[src/logic/bme_pkg.sv]
// Constants, types and tables for the byte move and address decoder
package bme_pkg;
	localparam logic [7:0] OFS_CMD = 8'h00;
	localparam logic [7:0] OFS_EXT = 8'h04;
	localparam logic [7:0] OFS_CFG = 8'h08;
	localparam logic [7:0] OFS_ACC = 8'h0C;
	localparam logic [7:0] OFS_FLAG = 8'h10;
	localparam logic [7:0] OFS_STAT = 8'h14;
	localparam logic [7:0] OFS_RES = 8'h18;
	localparam logic [7:0] OFS_PC = 8'h1C;
	localparam logic [2:0] OFS_WREG_HI = 3'h1;
	localparam int CMD_OP = 0;
	localparam int CMD_EA = 4;
	localparam int CMD_BSEL = 9;
	localparam int CMD_SZ = 12;
	localparam int CFG_LOC = 0;
	localparam int CFG_FETCH = 2;
	localparam int CFG_INTM = 4;
	localparam int CFG_WAIT = 8;
	localparam int CFG_MEM = 16;
	localparam int CFG_DPR = 24;
	localparam int FLAG_BITS = 7;
	localparam int FLG_Z = 2;
	localparam int FLG_N = 3;
	localparam logic [31:0] CFG_RST = 32'h0000_0000;
	localparam logic [15:0] WORD_RST = 16'h0000;
	localparam logic [4:0] EA_MEM_LO = 5'h08;
	localparam logic [4:0] EA_PINC_LO = 5'h0C;
	localparam logic [4:0] EA_D8_LO = 5'h10;
	localparam logic [4:0] EA_D16_LO = 5'h18;
	localparam logic [4:0] EA_IDX1 = 5'h1D;
	localparam logic [4:0] EA_PCREL = 5'h1E;
	localparam logic [4:0] EA_ABS = 5'h1F;
	localparam logic [2:0] AC_IND = 3'h2;
	localparam logic [1:0] AR_IND = 2'h1;
	localparam logic [2:0] AC_PINC = 3'h4;
	localparam logic [1:0] AR_PINC = 2'h2;
	localparam logic [2:0] AC_DISP = 3'h2;
	localparam logic [1:0] AR_DISP = 2'h1;
	localparam logic [2:0] AC_IDX = 3'h4;
	localparam logic [1:0] AR_IDX = 2'h2;
	localparam logic [2:0] AC_PC = 3'h2;
	localparam logic [2:0] AC_ABS = 3'h1;
	localparam logic [1:0] AR_NONE = 2'h0;
	localparam logic [1:0] EXT_ONE = 2'h1;
	localparam logic [1:0] EXT_TWO = 2'h2;
	localparam logic [3:0] COR_W_ODD_INT = 4'h2;
	localparam logic [3:0] COR_L_ODD_INT = 4'h4;
	localparam logic [3:0] COR_E16_EVEN = 4'h1;
	localparam logic [3:0] COR_L_E16_EVEN = 4'h2;
	localparam logic [3:0] COR_B_EXT = 4'h1;
	localparam logic [3:0] COR_W_EXT = 4'h4;
	localparam logic [3:0] COR_L_EXT = 4'h8;
	localparam logic [2:0] ACC_ONE = 3'h1;
	localparam logic [2:0] ACC_TWO = 3'h2;
	localparam logic [2:0] ACC_FOUR = 3'h4;
	localparam logic [7:0] FET_INT_CYC = 8'h02;
	localparam logic [7:0] FET_EXT_CYC = 8'h03;
	localparam logic [15:0] STEP_B = 16'h0001;
	localparam logic [15:0] STEP_W = 16'h0002;
	localparam logic [15:0] STEP_L = 16'h0004;
	typedef enum logic [1:0] {SZ_BYTE = 2'h0, SZ_WORD = 2'h1,
		SZ_LONG = 2'h2} bme_size_t;
	typedef enum logic [1:0] {LOC_INT = 2'h0, LOC_EXT16 = 2'h1,
		LOC_EXT8 = 2'h2} bme_loc_t;
	typedef enum logic [1:0] {FET_NONE = 2'h0, FET_INT_WORD = 2'h1,
		FET_E16_WORD = 2'h2, FET_E8_BYTE = 2'h3} bme_fetch_t;
	typedef enum logic [1:0] {FA_KEEP = 2'h0, FA_CHG = 2'h1, FA_SET = 2'h2,
		FA_CLR = 2'h3} bme_fact_t;
	typedef enum logic [2:0] {ST_IDLE = 3'b001, ST_DEC = 3'b010,
		ST_RUN = 3'b100} bme_state_t;
	typedef enum logic [3:0] {OP_LD_ABS = 4'h0, OP_LDX_ABS = 4'h1,
		OP_LD_EAM = 4'h2, OP_LDX_EAM = 4'h3, OP_LD_EAR = 4'h4,
		OP_ST_IND = 4'h5, OP_ST_IO_IMM = 4'h6, OP_ST_DIR_IMM = 4'h7,
		OP_SWP_A_EAR = 4'h8, OP_SWP_A_EAM = 4'h9, OP_SWP_R_EAR = 4'hA,
		OP_SWP_R_EAM = 4'hB} bme_op_t;
	localparam logic [7:0] BASE_CYC [0:11] = '{8'h04, 8'h04, 8'h03, 8'h02,
		8'h02, 8'h03, 8'h05, 8'h05, 8'h04, 8'h05, 8'h07, 8'h09};
	localparam logic [3:0] BASE_LEN [0:11] = '{4'h3, 4'h3, 4'h2, 4'h2,
		4'h2, 4'h2, 4'h3, 4'h3, 4'h2, 4'h2, 4'h2, 4'h2};
	localparam logic [3:0] BASE_RAC [0:11] = '{4'h0, 4'h0, 4'h0, 4'h0,
		4'h1, 4'h0, 4'h0, 4'h0, 4'h2, 4'h0, 4'h4, 4'h2};
	typedef struct packed {
		logic [7:0] addr;
		logic [31:0] wdata;
		logic wr;
		logic rd;
	} bme_bus_t;
	typedef struct packed {
		logic is_reg;
		logic [2:0] reg_idx;
		logic [2:0] ptr_idx;
		logic post_inc;
		logic [1:0] ext_cnt;
		logic [2:0] a_cyc;
		logic [1:0] a_rac;
		logic [15:0] addr;
	} bme_ea_t;
	typedef struct packed {
		logic we;
		logic [15:0] addr;
		logic [7:0] data;
	} bme_mem_t;
endpackage

[src/logic/bme_byte_move.sv]
// Byte transfer and exchange executor with cycle accounting
//
// Strobed register access and the register addresses were left to the implementer.
`timescale 1ns/1ps
module bme_byte_move
(
	input wire logic clk,
	input wire logic rst_b,
	input wire bme_pkg::bme_bus_t bus,
	output logic [31:0] rdata,
	output logic busy,
	output logic done,
	output bme_pkg::bme_mem_t mem
);
	import bme_pkg::*;

	bme_state_t state;
	bme_op_t op_q;
	logic [4:0] ea_q;
	logic [2:0] bsel_q;
	bme_size_t sz_q;
	logic [15:0] ext_q;
	logic [15:0] pc_q;
	logic [31:0] cfg_q;
	logic [15:0] acc_low_half;
	logic [15:0] acc_high_half;
	logic [6:0] flags;
	logic [7:0][15:0] word_general_reg;
	logic [7:0][15:0] next_wreg;
	logic [7:0] total_q;
	logic [7:0] cnt_q;
	logic [7:0] run_len;
	logic [3:0] register_access_count;
	logic [3:0] len_q;
	logic err_q;
	bme_ea_t ea;
	bme_loc_t loc;
	bme_fetch_t fetch;
	logic [3:0] waits;
	logic [7:0] mem_byte;
	logic sw_wr;
	logic cmd_wr;
	logic commit;
	logic is_eam;
	logic is_ear;
	logic mem_op;
	logic swap_mem;
	logic nz_op;
	logic [15:0] opnd_addr;
	logic [6:0] cr;
	logic [7:0] mult;
	logic [7:0] next_total;
	logic [3:0] next_rac;
	logic [3:0] next_len;
	logic next_err;
	logic [15:0] next_lo;
	logic [15:0] next_hi;
	logic [7:0] res;
	logic [6:0] flag_val;
	bme_mem_t next_mem;
	logic [31:0] rmux;

	assign loc = bme_loc_t'(cfg_q[CFG_LOC +: 2]);
	assign fetch = bme_fetch_t'(cfg_q[CFG_FETCH +: 2]);
	assign waits = cfg_q[CFG_WAIT +: 4];
	assign mem_byte = cfg_q[CFG_MEM +: 8];
	assign sw_wr = bus.wr && state == ST_IDLE;
	assign cmd_wr = sw_wr && bus.addr == OFS_CMD;
	assign commit = state == ST_RUN && cnt_q == 8'h01;
	assign busy = state != ST_IDLE;

	bme_ea_dec u_ea_dec
	(
		.ea_code(ea_q),
		.size(sz_q),
		.word_general_reg(word_general_reg),
		.ext(ext_q),
		.pc(pc_q),
		.ea(ea)
	);

	// Operand correction: cycles in [6:3], accesses in [2:0]
	function automatic logic [6:0] corr(bme_size_t sz, bme_loc_t lc,
		logic odd);
		logic [6:0] r;
		r = {4'h0, ACC_ONE};
		case (sz)
		SZ_BYTE: r = {(lc == LOC_INT) ? 4'h0 : COR_B_EXT, ACC_ONE};
		SZ_WORD:
			if (lc == LOC_INT)
				r = odd ? {COR_W_ODD_INT, ACC_TWO} : {4'h0, ACC_ONE};
			else if (lc == LOC_EXT16 && !odd)
				r = {COR_E16_EVEN, ACC_ONE};
			else
				r = {COR_W_EXT, ACC_TWO};
		SZ_LONG:
			if (lc == LOC_INT)
				r = odd ? {COR_L_ODD_INT, ACC_FOUR} : {4'h0, ACC_TWO};
			else if (lc == LOC_EXT16 && !odd)
				r = {COR_L_E16_EVEN, ACC_TWO};
			else
				r = {COR_L_EXT, ACC_FOUR};
		default: r = {4'h0, ACC_ONE};
		endcase
		return r;
	endfunction

	function automatic bme_fact_t flag_act(logic nz, int idx);
		bme_fact_t a;
		a = FA_KEEP;
		if (nz && (idx == FLG_N || idx == FLG_Z))
			a = FA_CHG;
		return a;
	endfunction

	always_comb
	begin
		is_eam = op_q == OP_LD_EAM || op_q == OP_LDX_EAM ||
			op_q == OP_SWP_A_EAM || op_q == OP_SWP_R_EAM;
		is_ear = op_q == OP_LD_EAR || op_q == OP_SWP_A_EAR ||
			op_q == OP_SWP_R_EAR;
		mem_op = !is_ear;
		swap_mem = op_q == OP_SWP_A_EAM || op_q == OP_SWP_R_EAM;
		nz_op = op_q <= OP_ST_IND;
		case (op_q)
		OP_LD_ABS, OP_LDX_ABS: opnd_addr = ext_q;
		OP_ST_IND: opnd_addr = acc_low_half;
		OP_ST_IO_IMM: opnd_addr = {8'h00, ext_q[7:0]};
		OP_ST_DIR_IMM: opnd_addr = {cfg_q[CFG_DPR +: 8], ext_q[7:0]};
		default: opnd_addr = ea.addr;
		endcase
	end

	always_comb
	begin
		next_err = (is_eam && ea.is_reg) || (is_ear && !ea.is_reg) ||
			op_q > OP_SWP_R_EAM;
		next_total = 8'h01;
		next_rac = 4'h0;
		next_len = 4'h0;
		cr = corr(sz_q, loc, opnd_addr[0]);
		mult = swap_mem ? 8'h02 : 8'h01;
		if (!next_err)
		begin
			next_total = BASE_CYC[op_q];
			next_rac = BASE_RAC[op_q];
			next_len = BASE_LEN[op_q];
			if (is_eam)
			begin
				next_total = next_total + 8'(ea.a_cyc);
				next_rac = next_rac + 4'(ea.a_rac);
				next_len = next_len + 4'(ea.ext_cnt);
			end
			if (mem_op)
				next_total = next_total + 8'(cr[6:3]) * mult;
			if (mem_op && loc != LOC_INT)
				next_total = next_total +
					8'(waits) * 8'(cr[2:0]) * mult;
			case (fetch)
			FET_INT_WORD: next_total = next_total + FET_INT_CYC;
			FET_E16_WORD, FET_E8_BYTE:
				next_total = next_total + FET_EXT_CYC;
			default: next_total = next_total;
			endcase
			if (cfg_q[CFG_INTM])
				next_total = next_total + 8'(next_rac);
		end
	end

	always_comb
	begin
		next_lo = acc_low_half;
		next_hi = acc_high_half;
		next_wreg = word_general_reg;
		next_mem = '0;
		res = 8'h00;
		case (op_q)
		OP_LD_ABS, OP_LDX_ABS, OP_LD_EAM, OP_LDX_EAM, OP_LD_EAR:
		begin
			res = (op_q == OP_LD_EAR) ?
				word_general_reg[ea.reg_idx][7:0] : mem_byte;
			next_hi = acc_low_half;
			next_lo = {(op_q == OP_LDX_ABS || op_q == OP_LDX_EAM) ?
				{8{res[7]}} : 8'h00, res};
		end
		OP_ST_IND:
		begin
			res = acc_high_half[7:0];
			next_mem = {1'b1, opnd_addr, res};
		end
		OP_ST_IO_IMM, OP_ST_DIR_IMM:
			next_mem = {1'b1, opnd_addr, ext_q[15:8]};
		OP_SWP_A_EAR:
		begin
			next_lo = {8'h00, word_general_reg[ea.reg_idx][7:0]};
			next_wreg[ea.reg_idx][7:0] = acc_low_half[7:0];
		end
		OP_SWP_A_EAM:
		begin
			next_lo = {8'h00, mem_byte};
			next_mem = {1'b1, opnd_addr, acc_low_half[7:0]};
		end
		OP_SWP_R_EAR:
		begin
			next_wreg[bsel_q][7:0] = word_general_reg[ea.reg_idx][7:0];
			next_wreg[ea.reg_idx][7:0] = word_general_reg[bsel_q][7:0];
		end
		OP_SWP_R_EAM:
		begin
			next_wreg[bsel_q][7:0] = mem_byte;
			next_mem = {1'b1, opnd_addr, word_general_reg[bsel_q][7:0]};
		end
		default: next_mem = '0;
		endcase
		if (is_eam && ea.post_inc)
			next_wreg[ea.ptr_idx] = word_general_reg[ea.ptr_idx] +
				((sz_q == SZ_LONG) ? STEP_L :
				(sz_q == SZ_WORD) ? STEP_W : STEP_B);
		flag_val = '0;
		flag_val[FLG_N] = res[7];
		flag_val[FLG_Z] = res == 8'h00;
	end

	always_ff @(posedge clk)
	begin
		if (!rst_b)
			state <= ST_IDLE;
		else
			case (state)
			ST_IDLE: if (cmd_wr) state <= ST_DEC;
			ST_DEC: state <= next_err ? ST_IDLE : ST_RUN;
			ST_RUN: if (cnt_q == 8'h01) state <= ST_IDLE;
			default: state <= ST_IDLE;
			endcase
	end

	always_ff @(posedge clk)
	begin
		if (!rst_b)
		begin
			op_q <= OP_LD_ABS;
			ea_q <= 5'h00;
			bsel_q <= 3'h0;
			sz_q <= SZ_BYTE;
		end
		else if (cmd_wr)
		begin
			op_q <= bme_op_t'(bus.wdata[CMD_OP +: 4]);
			ea_q <= bus.wdata[CMD_EA +: 5];
			bsel_q <= bus.wdata[CMD_BSEL +: 3];
			sz_q <= bme_size_t'(bus.wdata[CMD_SZ +: 2]);
		end
	end

	always_ff @(posedge clk)
	begin
		if (!rst_b)
		begin
			ext_q <= WORD_RST;
			pc_q <= WORD_RST;
			cfg_q <= CFG_RST;
		end
		else if (sw_wr)
			case (bus.addr)
			OFS_EXT: ext_q <= bus.wdata[15:0];
			OFS_PC: pc_q <= bus.wdata[15:0];
			OFS_CFG: cfg_q <= bus.wdata;
			default: ext_q <= ext_q;
			endcase
	end

	always_ff @(posedge clk)
	begin
		if (!rst_b)
		begin
			total_q <= 8'h00;
			cnt_q <= 8'h00;
			register_access_count <= 4'h0;
			len_q <= 4'h0;
			err_q <= 1'b0;
			run_len <= 8'h00;
		end
		else if (state == ST_DEC)
		begin
			total_q <= next_total;
			cnt_q <= next_total;
			register_access_count <= next_rac;
			len_q <= next_len;
			err_q <= next_err;
			run_len <= 8'h00;
		end
		else if (state == ST_RUN)
		begin
			cnt_q <= cnt_q - 8'h01;
			run_len <= run_len + 8'h01;
		end
	end

	always_ff @(posedge clk)
	begin
		if (!rst_b)
		begin
			acc_low_half <= WORD_RST;
			acc_high_half <= WORD_RST;
		end
		else if (sw_wr && bus.addr == OFS_ACC)
		begin
			acc_low_half <= bus.wdata[15:0];
			acc_high_half <= bus.wdata[31:16];
		end
		else if (commit)
		begin
			acc_low_half <= next_lo;
			acc_high_half <= next_hi;
		end
	end

	always_ff @(posedge clk)
	begin
		if (!rst_b)
			word_general_reg <= '0;
		else if (sw_wr && bus.addr[7:5] == OFS_WREG_HI)
			word_general_reg[bus.addr[4:2]] <= bus.wdata[15:0];
		else if (commit)
			word_general_reg <= next_wreg;
	end

	genvar g;
	generate
		for (g = 0; g < FLAG_BITS; g++)
		begin : g_flag
			always_ff @(posedge clk)
			begin
				if (!rst_b)
					flags[g] <= 1'b0;
				else if (sw_wr && bus.addr == OFS_FLAG)
					flags[g] <= bus.wdata[g];
				else if (commit)
					case (flag_act(nz_op, g))
					FA_CHG: flags[g] <= flag_val[g];
					FA_SET: flags[g] <= 1'b1;
					FA_CLR: flags[g] <= 1'b0;
					default: flags[g] <= flags[g];
					endcase
			end
		end
	endgenerate

	always_ff @(posedge clk)
	begin
		if (!rst_b)
		begin
			done <= 1'b0;
			mem <= '0;
		end
		else
		begin
			done <= commit || (state == ST_DEC && next_err);
			if (commit)
				mem <= next_mem;
			else
				mem.we <= 1'b0;
		end
	end

	always_comb
	begin
		rmux = 32'h0000_0000;
		if (bus.addr[7:5] == OFS_WREG_HI)
			rmux = {16'h0000, word_general_reg[bus.addr[4:2]]};
		else
			case (bus.addr)
			OFS_CMD: rmux = {18'h00000, sz_q, bsel_q, ea_q, op_q};
			OFS_EXT: rmux = {16'h0000, ext_q};
			OFS_CFG: rmux = cfg_q;
			OFS_ACC: rmux = {acc_high_half, acc_low_half};
			OFS_FLAG: rmux = {25'h0000000, flags};
			OFS_STAT: rmux = {14'h0000, err_q, busy, len_q,
				register_access_count, total_q};
			OFS_RES: rmux = {7'h00, mem.we, mem.data, mem.addr};
			OFS_PC: rmux = {16'h0000, pc_q};
			default: rmux = 32'h0000_0000;
			endcase
	end

	always_ff @(posedge clk)
	begin
		if (!rst_b)
			rdata <= 32'h0000_0000;
		else
			rdata <= bus.rd ? rmux : 32'h0000_0000;
	end

	chk_abs_load_ext: assert property (@(posedge clk) disable iff (!rst_b)
		done && !err_q && op_q == OP_LD_ABS |->
		acc_low_half[15:8] == 8'h00 && acc_high_half == $past(acc_low_half))
		else $error("absolute load did not zero-extend or copy low half");
	chk_sext_fill: assert property (@(posedge clk) disable iff (!rst_b)
		done && !err_q && (op_q == OP_LDX_ABS || op_q == OP_LDX_EAM) |->
		acc_low_half[15:8] == {8{acc_low_half[7]}})
		else $error("sign-extending load left upper byte wrong");
	chk_swap_clear: assert property (@(posedge clk) disable iff (!rst_b)
		done && !err_q && (op_q == OP_SWP_A_EAR || op_q == OP_SWP_A_EAM) |->
		acc_low_half[15:8] == 8'h00 && flags == $past(flags))
		else $error("accumulator exchange touched flags or upper byte");
	chk_imm_store: assert property (@(posedge clk) disable iff (!rst_b)
		done && !err_q && (op_q == OP_ST_IO_IMM || op_q == OP_ST_DIR_IMM)
		|-> mem.we && mem.data == ext_q[15:8] && flags == $past(flags))
		else $error("immediate store wrong data or flags changed");
	chk_ind_store: assert property (@(posedge clk) disable iff (!rst_b)
		commit && op_q == OP_ST_IND |=> mem.we &&
		mem.addr == $past(acc_low_half) && mem.data == $past(acc_high_half[7:0]))
		else $error("indirect store address or data wrong");
	chk_cycle_count: assert property (@(posedge clk) disable iff (!rst_b)
		done && !err_q |-> run_len == total_q)
		else $error("run length differs from computed cycle total");
	chk_abs_base: assert property (@(posedge clk) disable iff (!rst_b)
		state == ST_RUN && $past(state) == ST_DEC && op_q == OP_LD_ABS &&
		loc == LOC_INT && fetch == FET_NONE && !cfg_q[CFG_INTM] |->
		total_q == 8'h04 && len_q == 4'h3)
		else $error("absolute load base cost wrong");
	chk_ext_bytes: assert property (@(posedge clk) disable iff (!rst_b)
		state == ST_DEC |-> ea.ext_cnt == ((ea_q >= EA_D8_LO &&
		ea_q < EA_D16_LO) ? 2'h1 : (ea_q >= EA_D16_LO && ea_q < 5'h1C) ||
		ea_q >= EA_PCREL ? 2'h2 : 2'h0))
		else $error("extension byte count does not match address code");
	chk_busy_ignore: assert property (@(posedge clk) disable iff (!rst_b)
		busy && bus.wr && bus.addr == OFS_CMD |=> op_q == $past(op_q))
		else $error("command accepted while busy");
	chk_nz_update: assert property (@(posedge clk) disable iff (!rst_b)
		done && !err_q && op_q == OP_LD_ABS |->
		flags[FLG_Z] == (acc_low_half[7:0] == 8'h00) &&
		flags[FLG_N] == acc_low_half[7])
		else $error("negative or zero flag not updated from loaded byte");
endmodule

[src/logic/bme_ea_dec.sv]
// Effective address field decoder
`timescale 1ns/1ps
module bme_ea_dec
(
	input wire logic [4:0] ea_code,
	input wire bme_pkg::bme_size_t size,
	input wire logic [7:0][15:0] word_general_reg,
	input wire logic [15:0] ext,
	input wire logic [15:0] pc,
	output bme_pkg::bme_ea_t ea
);
	import bme_pkg::*;

	always_comb
	begin
		ea = '0;
		ea.ptr_idx = {1'b0, ea_code[1:0]};
		if (ea_code < EA_MEM_LO)
		begin
			ea.is_reg = 1'b1;
			ea.reg_idx = (size == SZ_LONG) ? {ea_code[2:1], 1'b0} :
				ea_code[2:0];
		end
		else if (ea_code < EA_PINC_LO)
		begin
			ea.addr = word_general_reg[ea_code[1:0]];
			ea.a_cyc = AC_IND;
			ea.a_rac = AR_IND;
		end
		else if (ea_code < EA_D8_LO)
		begin
			ea.addr = word_general_reg[ea_code[1:0]];
			ea.post_inc = 1'b1;
			ea.a_cyc = AC_PINC;
			ea.a_rac = AR_PINC;
		end
		else if (ea_code < EA_D16_LO)
		begin
			ea.addr = word_general_reg[ea_code[2:0]] +
				{{8{ext[7]}}, ext[7:0]};
			ea.ext_cnt = EXT_ONE;
			ea.a_cyc = AC_DISP;
			ea.a_rac = AR_DISP;
		end
		else if (ea_code < 5'h1C)
		begin
			ea.addr = word_general_reg[ea_code[1:0]] + ext;
			ea.ext_cnt = EXT_TWO;
			ea.a_cyc = AC_DISP;
			ea.a_rac = AR_DISP;
		end
		else if (ea_code <= EA_IDX1)
		begin
			ea.addr = word_general_reg[{2'h0, ea_code[0]}] +
				word_general_reg[7];
			ea.a_cyc = AC_IDX;
			ea.a_rac = AR_IDX;
		end
		else if (ea_code == EA_PCREL)
		begin
			ea.addr = pc + ext;
			ea.ext_cnt = EXT_TWO;
			ea.a_cyc = AC_PC;
			ea.a_rac = AR_NONE;
		end
		else
		begin
			ea.addr = ext;
			ea.ext_cnt = EXT_TWO;
			ea.a_cyc = AC_ABS;
			ea.a_rac = AR_NONE;
		end
	end
endmodule

[config.mk]
export PLATFORM = sky130hd
export DESIGN_NAME = bme_byte_move
export DESIGN_NICKNAME = d
export VERILOG_FILES = /design/src/logic/bme_pkg.sv /design/src/logic/bme_byte_move.sv /design/src/logic/bme_ea_dec.sv
export SDC_FILE = /design/constraint.sdc
export NUM_CORES = 2
export LEC_CHECK = 0
export ABC_AREA = 1
export BUFFER_PORTS_ARGS = -buffer_cell sky130_fd_sc_hd__clkbuf_2
export CAP_MARGIN = 20
export CORE_MARGIN = 8
export CORE_UTILIZATION = 25
export CTS_BUF_LIST = sky130_fd_sc_hd__clkbuf_4 sky130_fd_sc_hd__clkbuf_8
export CTS_CLUSTER_SIZE = 30
export DETAILED_ROUTE_END_ITERATION = 6
export PLACE_DENSITY_LB_ADDON = 0.05
export RECOVER_POWER = 50
export SETUP_SLACK_MARGIN = 0.3
export SYNTH_ARGS = -nofsm -noshare
export SYNTH_HDL_FRONTEND = slang
export SYNTH_HIERARCHICAL = 1
export SYNTH_SLANG_ARGS = --single-unit
[constraint.sdc]
create_clock -name clk -period 8.7 [get_ports clk]
set_clock_uncertainty 0.15 [all_clocks]
set_input_delay 1.305 -clock clk [delete_from_list [all_inputs] [get_ports clk]]
set_output_delay 1.305 -clock clk [all_outputs]
set_load 0.02 [all_outputs]
==> results.md <==
* CTS H-Tree Depth at 3
* Post-synth EDFFs at 0
* RePlAce Congestion at 0.953
* CP Data Required Time at 9050 ps
* Relative slew slack at -95.2%
* Tightest Pin Transition at 2930 ps
* WP buf/inv at 8
* Fmax at 0.128 GHz
* Crit path max fanout at 14
* Yosys top cell by area: dfxtp_1
* Critical Path End Type: register
* PostCTS Resize Cnt at 0
* HPWL Detailed at 151 mm
* Layout area overhead at 12.4%
* Critical Path AT at just over 8000 ps
* Synth Area in Compound Gates at 33.4%
* Routed WL at 212 mm
* Area share of fa/ha/maj cells after synthesis at 5.67%
* Avg Cell Area, Syn at 6.06 sq um
* CTS tree: yes
* Crit path max-delay cell type: nor2_1
* Sequential area share after synthesis at 21.7%
* Final #Nets at around 5,200
* Max-cap violations at 10
* Clk slew on worst S/H paths at 60 ps
* First-pass GRT wire length at 290 mm
* Post-Layout Cell Count at 6,701
* # setup viols final at 0
* Detailed-route DRC error count at 0
* Worst setup path class: register to register
* Fin crit share at 90.1%
* Pwr/cell area at 113 mW/mm^2
* Placed Area at ~0.033 sq mm
* Die width at 365 um
* Tot GR Track Use at 30.4%
* RSZ-0062 raised after global routing: no
* Largest net degree at the start of global routing at 65
* Bufs on Longest Clock Path at 3
* Post-Synth XOR/XNOR Area at 1.14%
* CP max stage delay at approximately 730 ps
* Pwr Total at 3.85 mW
* Max reg flops at roughly 130
* Most used cell, CP: nand2_1
* Die height at 365 um
* Dpl cells at 6,563
* Cell area after layout at 0.0342 sq mm
* Port buffer count at 102
* Share of layout cells above drive strength 1 at 8.98%
* DR WL/cell at 31.6 um
* Area share of the largest cell type after synthesis at 21.7%
* Setup Total Neg Slack at 0 ps
* GRT overflow at 0
* Mapped cell area at between 0.03 and 0.04 sq mm
* DRT Pass-1 Iters at 6
* Multiplexer area fraction after synthesis at 0%
* Vias at ~39,000
* Yosys Warn Count at 6
* Reg area at 0.00661 sq mm
* Die area at 0.133 sq mm
* Failing checks: max-capacitance violations, max-slew violations
* Primary flip-flop cell chosen by synthesis mapping: dfxtp_1
* Initial antenna violation count at 16
* Final hold vios at 0
* Leakage at 14.3 nW
* CTS Buf Count at 77
* CTS Sinks at between 300 and 400
* I/O pin count at 103
* Synth Area in Simple Gates at 25.6%
* Status: finished with violations
* Vias in the first global route at 35,974
* Tmin final at 7830 ps
* Hold Worst Slack at 318 ps
* Max-slew violations at 404
* Post-CTS setup repair buffer count at 0
* Area contributors post-synth: dfxtp_1, nand2_1, o21ai_0
* Worst Hold Class: register to register
* Initial core utilization at 25.1%
* Clk_lat worst skew at 760 ps
* Initial drt markers at 4,708
* Placeable Area at 0.121 sq mm
* Max VDD drop at approximately 0.00012 V
* Root buf cell: clkbuf_8
* Synth cell types at 80
* # rows at 128
* CP startpoint kind: register
* Async SR Flop Fraction at 0%
* CP top delay family: simple AND/OR/NAND/NOR gates
* Mapped Nets at 5,194
* DRT antenna net count at 0
* Cts hold-fix bufs at 0
* Cells after synthesis at between 5,000 and 6,000
* Flops & latches, synth at 330
* Fillers at 14,000
* Largest family of logic cells by synthesized area: compound AO/OA/AOI/OAI gates
* Multi-input logic area at 0.0201 sq mm
* Avg Vias per Cell at 5.78
==> where the power goes <==
part | leakage, nW | internal, mW | total [mW] | switching (mW)
sequential | 2.66 | 1.52 | 1.53 | 0.00814
clock | 0.864 | 1.18 | 2.07 | 0.896
combinational | 10.7 | 0.0433 | 0.250 | 0.207
==> worst reg2reg max path, delay by kind of cell, from the launching register on <==
family,cells,cell delay (ps)
flip-flops,1,640
AO/OA/AOI/OAI,7,1000
AND/OR/NAND/NOR,20,3110
buffers and inverters,8,630
adder cells (fa/ha/maj),6,2090
==> routing by layer <==
metal  track usage (%)  vias to the layer above  wire (um)
met1              40.2                    18663      89100
li1                  -                    17238          -
met5                 0                        -         67
met3              6.48                      567      19700
met4              14.0                       10      11800
met2              47.2                     2244      91400
==> synthesized netlist by cell type (12+ instances only) <==
cell type,number
nand2_1,996
o21ai_0,680
inv_1,612
a21oi_1,536
dfxtp_1,330
nor2_1,307
nand3_1,274
clkbuf_1,228
o22ai_1,211
ha_1,117
o211ai_1,86
nand4_1,61
a221oi_1,55
buf_2,32
nor3_1,31
o21ai_1,28
o21bai_1,28
inv_2,26
a31oi_1,24
nand2_2,23
clkinv_1,20
nand3b_1,20
buf_1,18
nor2_2,18
xor2_1,18
o2111ai_1,16
fa_1,13
o311ai_0,13
xnor2_1,13
a21oi_2,12
a22oi_1,12
buf_4,12
==> cell usage in the layout, fill, tap and decap left out, types with 9 or more instances in the layout <==
master,netlist,final
a21oi_1,536,537
a21oi_2,12,11
a221oi_1,55,55
a22oi_1,12,12
a31oi_1,24,24
buf_4,12,106
clkbuf_1,228,70
clkbuf_2,0,43
clkbuf_4,0,18
clkbuf_8,0,99
clkinv_1,20,20
dfxtp_1,330,327
diode_2,0,9
fa_1,13,13
ha_1,117,117
inv_1,612,607
inv_2,26,30
nand2_1,996,992
nand2_2,23,27
nand3_1,274,273
nand3_2,11,12
nand3b_1,20,20
nand4_1,61,61
nor2_1,307,300
nor2_2,18,21
nor2_4,6,10
nor3_1,31,30
o2111ai_1,16,16
o211ai_1,86,86
o21ai_0,680,680
o21ai_1,28,28
o21bai_1,28,28
o22ai_1,211,211
or2_2,10,10
xnor2_1,13,13
xor2_1,18,18
==> final cells by class <==
type	instances	share of cell area, %
Tap cell	1625	5.95
Antenna cell	9	0.0659
Multi-Input combinational cell	3725	58.8
Sequential cell	330	19.3
Timing Repair Buffer	219	3.73
Clock buffer	117	4.38
Clock inverter	12	0.450
Inverter	664	7.33
==> logic make-up (layout without fill, tap and decap cells) <==
logic type | Yosys count | after routing
fa+ha+maj | 130 | 130
simple gates | 1789 | 1789
buf+inv | 965 | 1012
other cells | 1 | 10
flops | 330 | 330
compound gates | 1770 | 1770
xor+xnor | 35 | 35
==> path summary, 6_finish.rpt <==
| kind | from | endpoint | slack (ps) | cells after the start |
|---|---|---|---|---|
| min | acc_high_half[7] | acc_high_half[7] | 320 | 2 |
| max reg2reg | op_q[2] | total_q[7] | 870 | 41 |
| max | op_q[2] | total_q[7] | 870 | 41 |
| min reg2reg | acc_high_half[7] | acc_high_half[7] | 320 | 2 |
==> through the flow <==
stage / worst slack, ps / utilization [%]
floorplan: 2010 / -
global placement: 1050 / 26.9
detailed placement: 1070 / 26.9
CTS: 1050 / 28.3
global route: 388 / 28.2
finish: 865 / 28.2
Note: power is estimated with default switching activity, not from simulation.
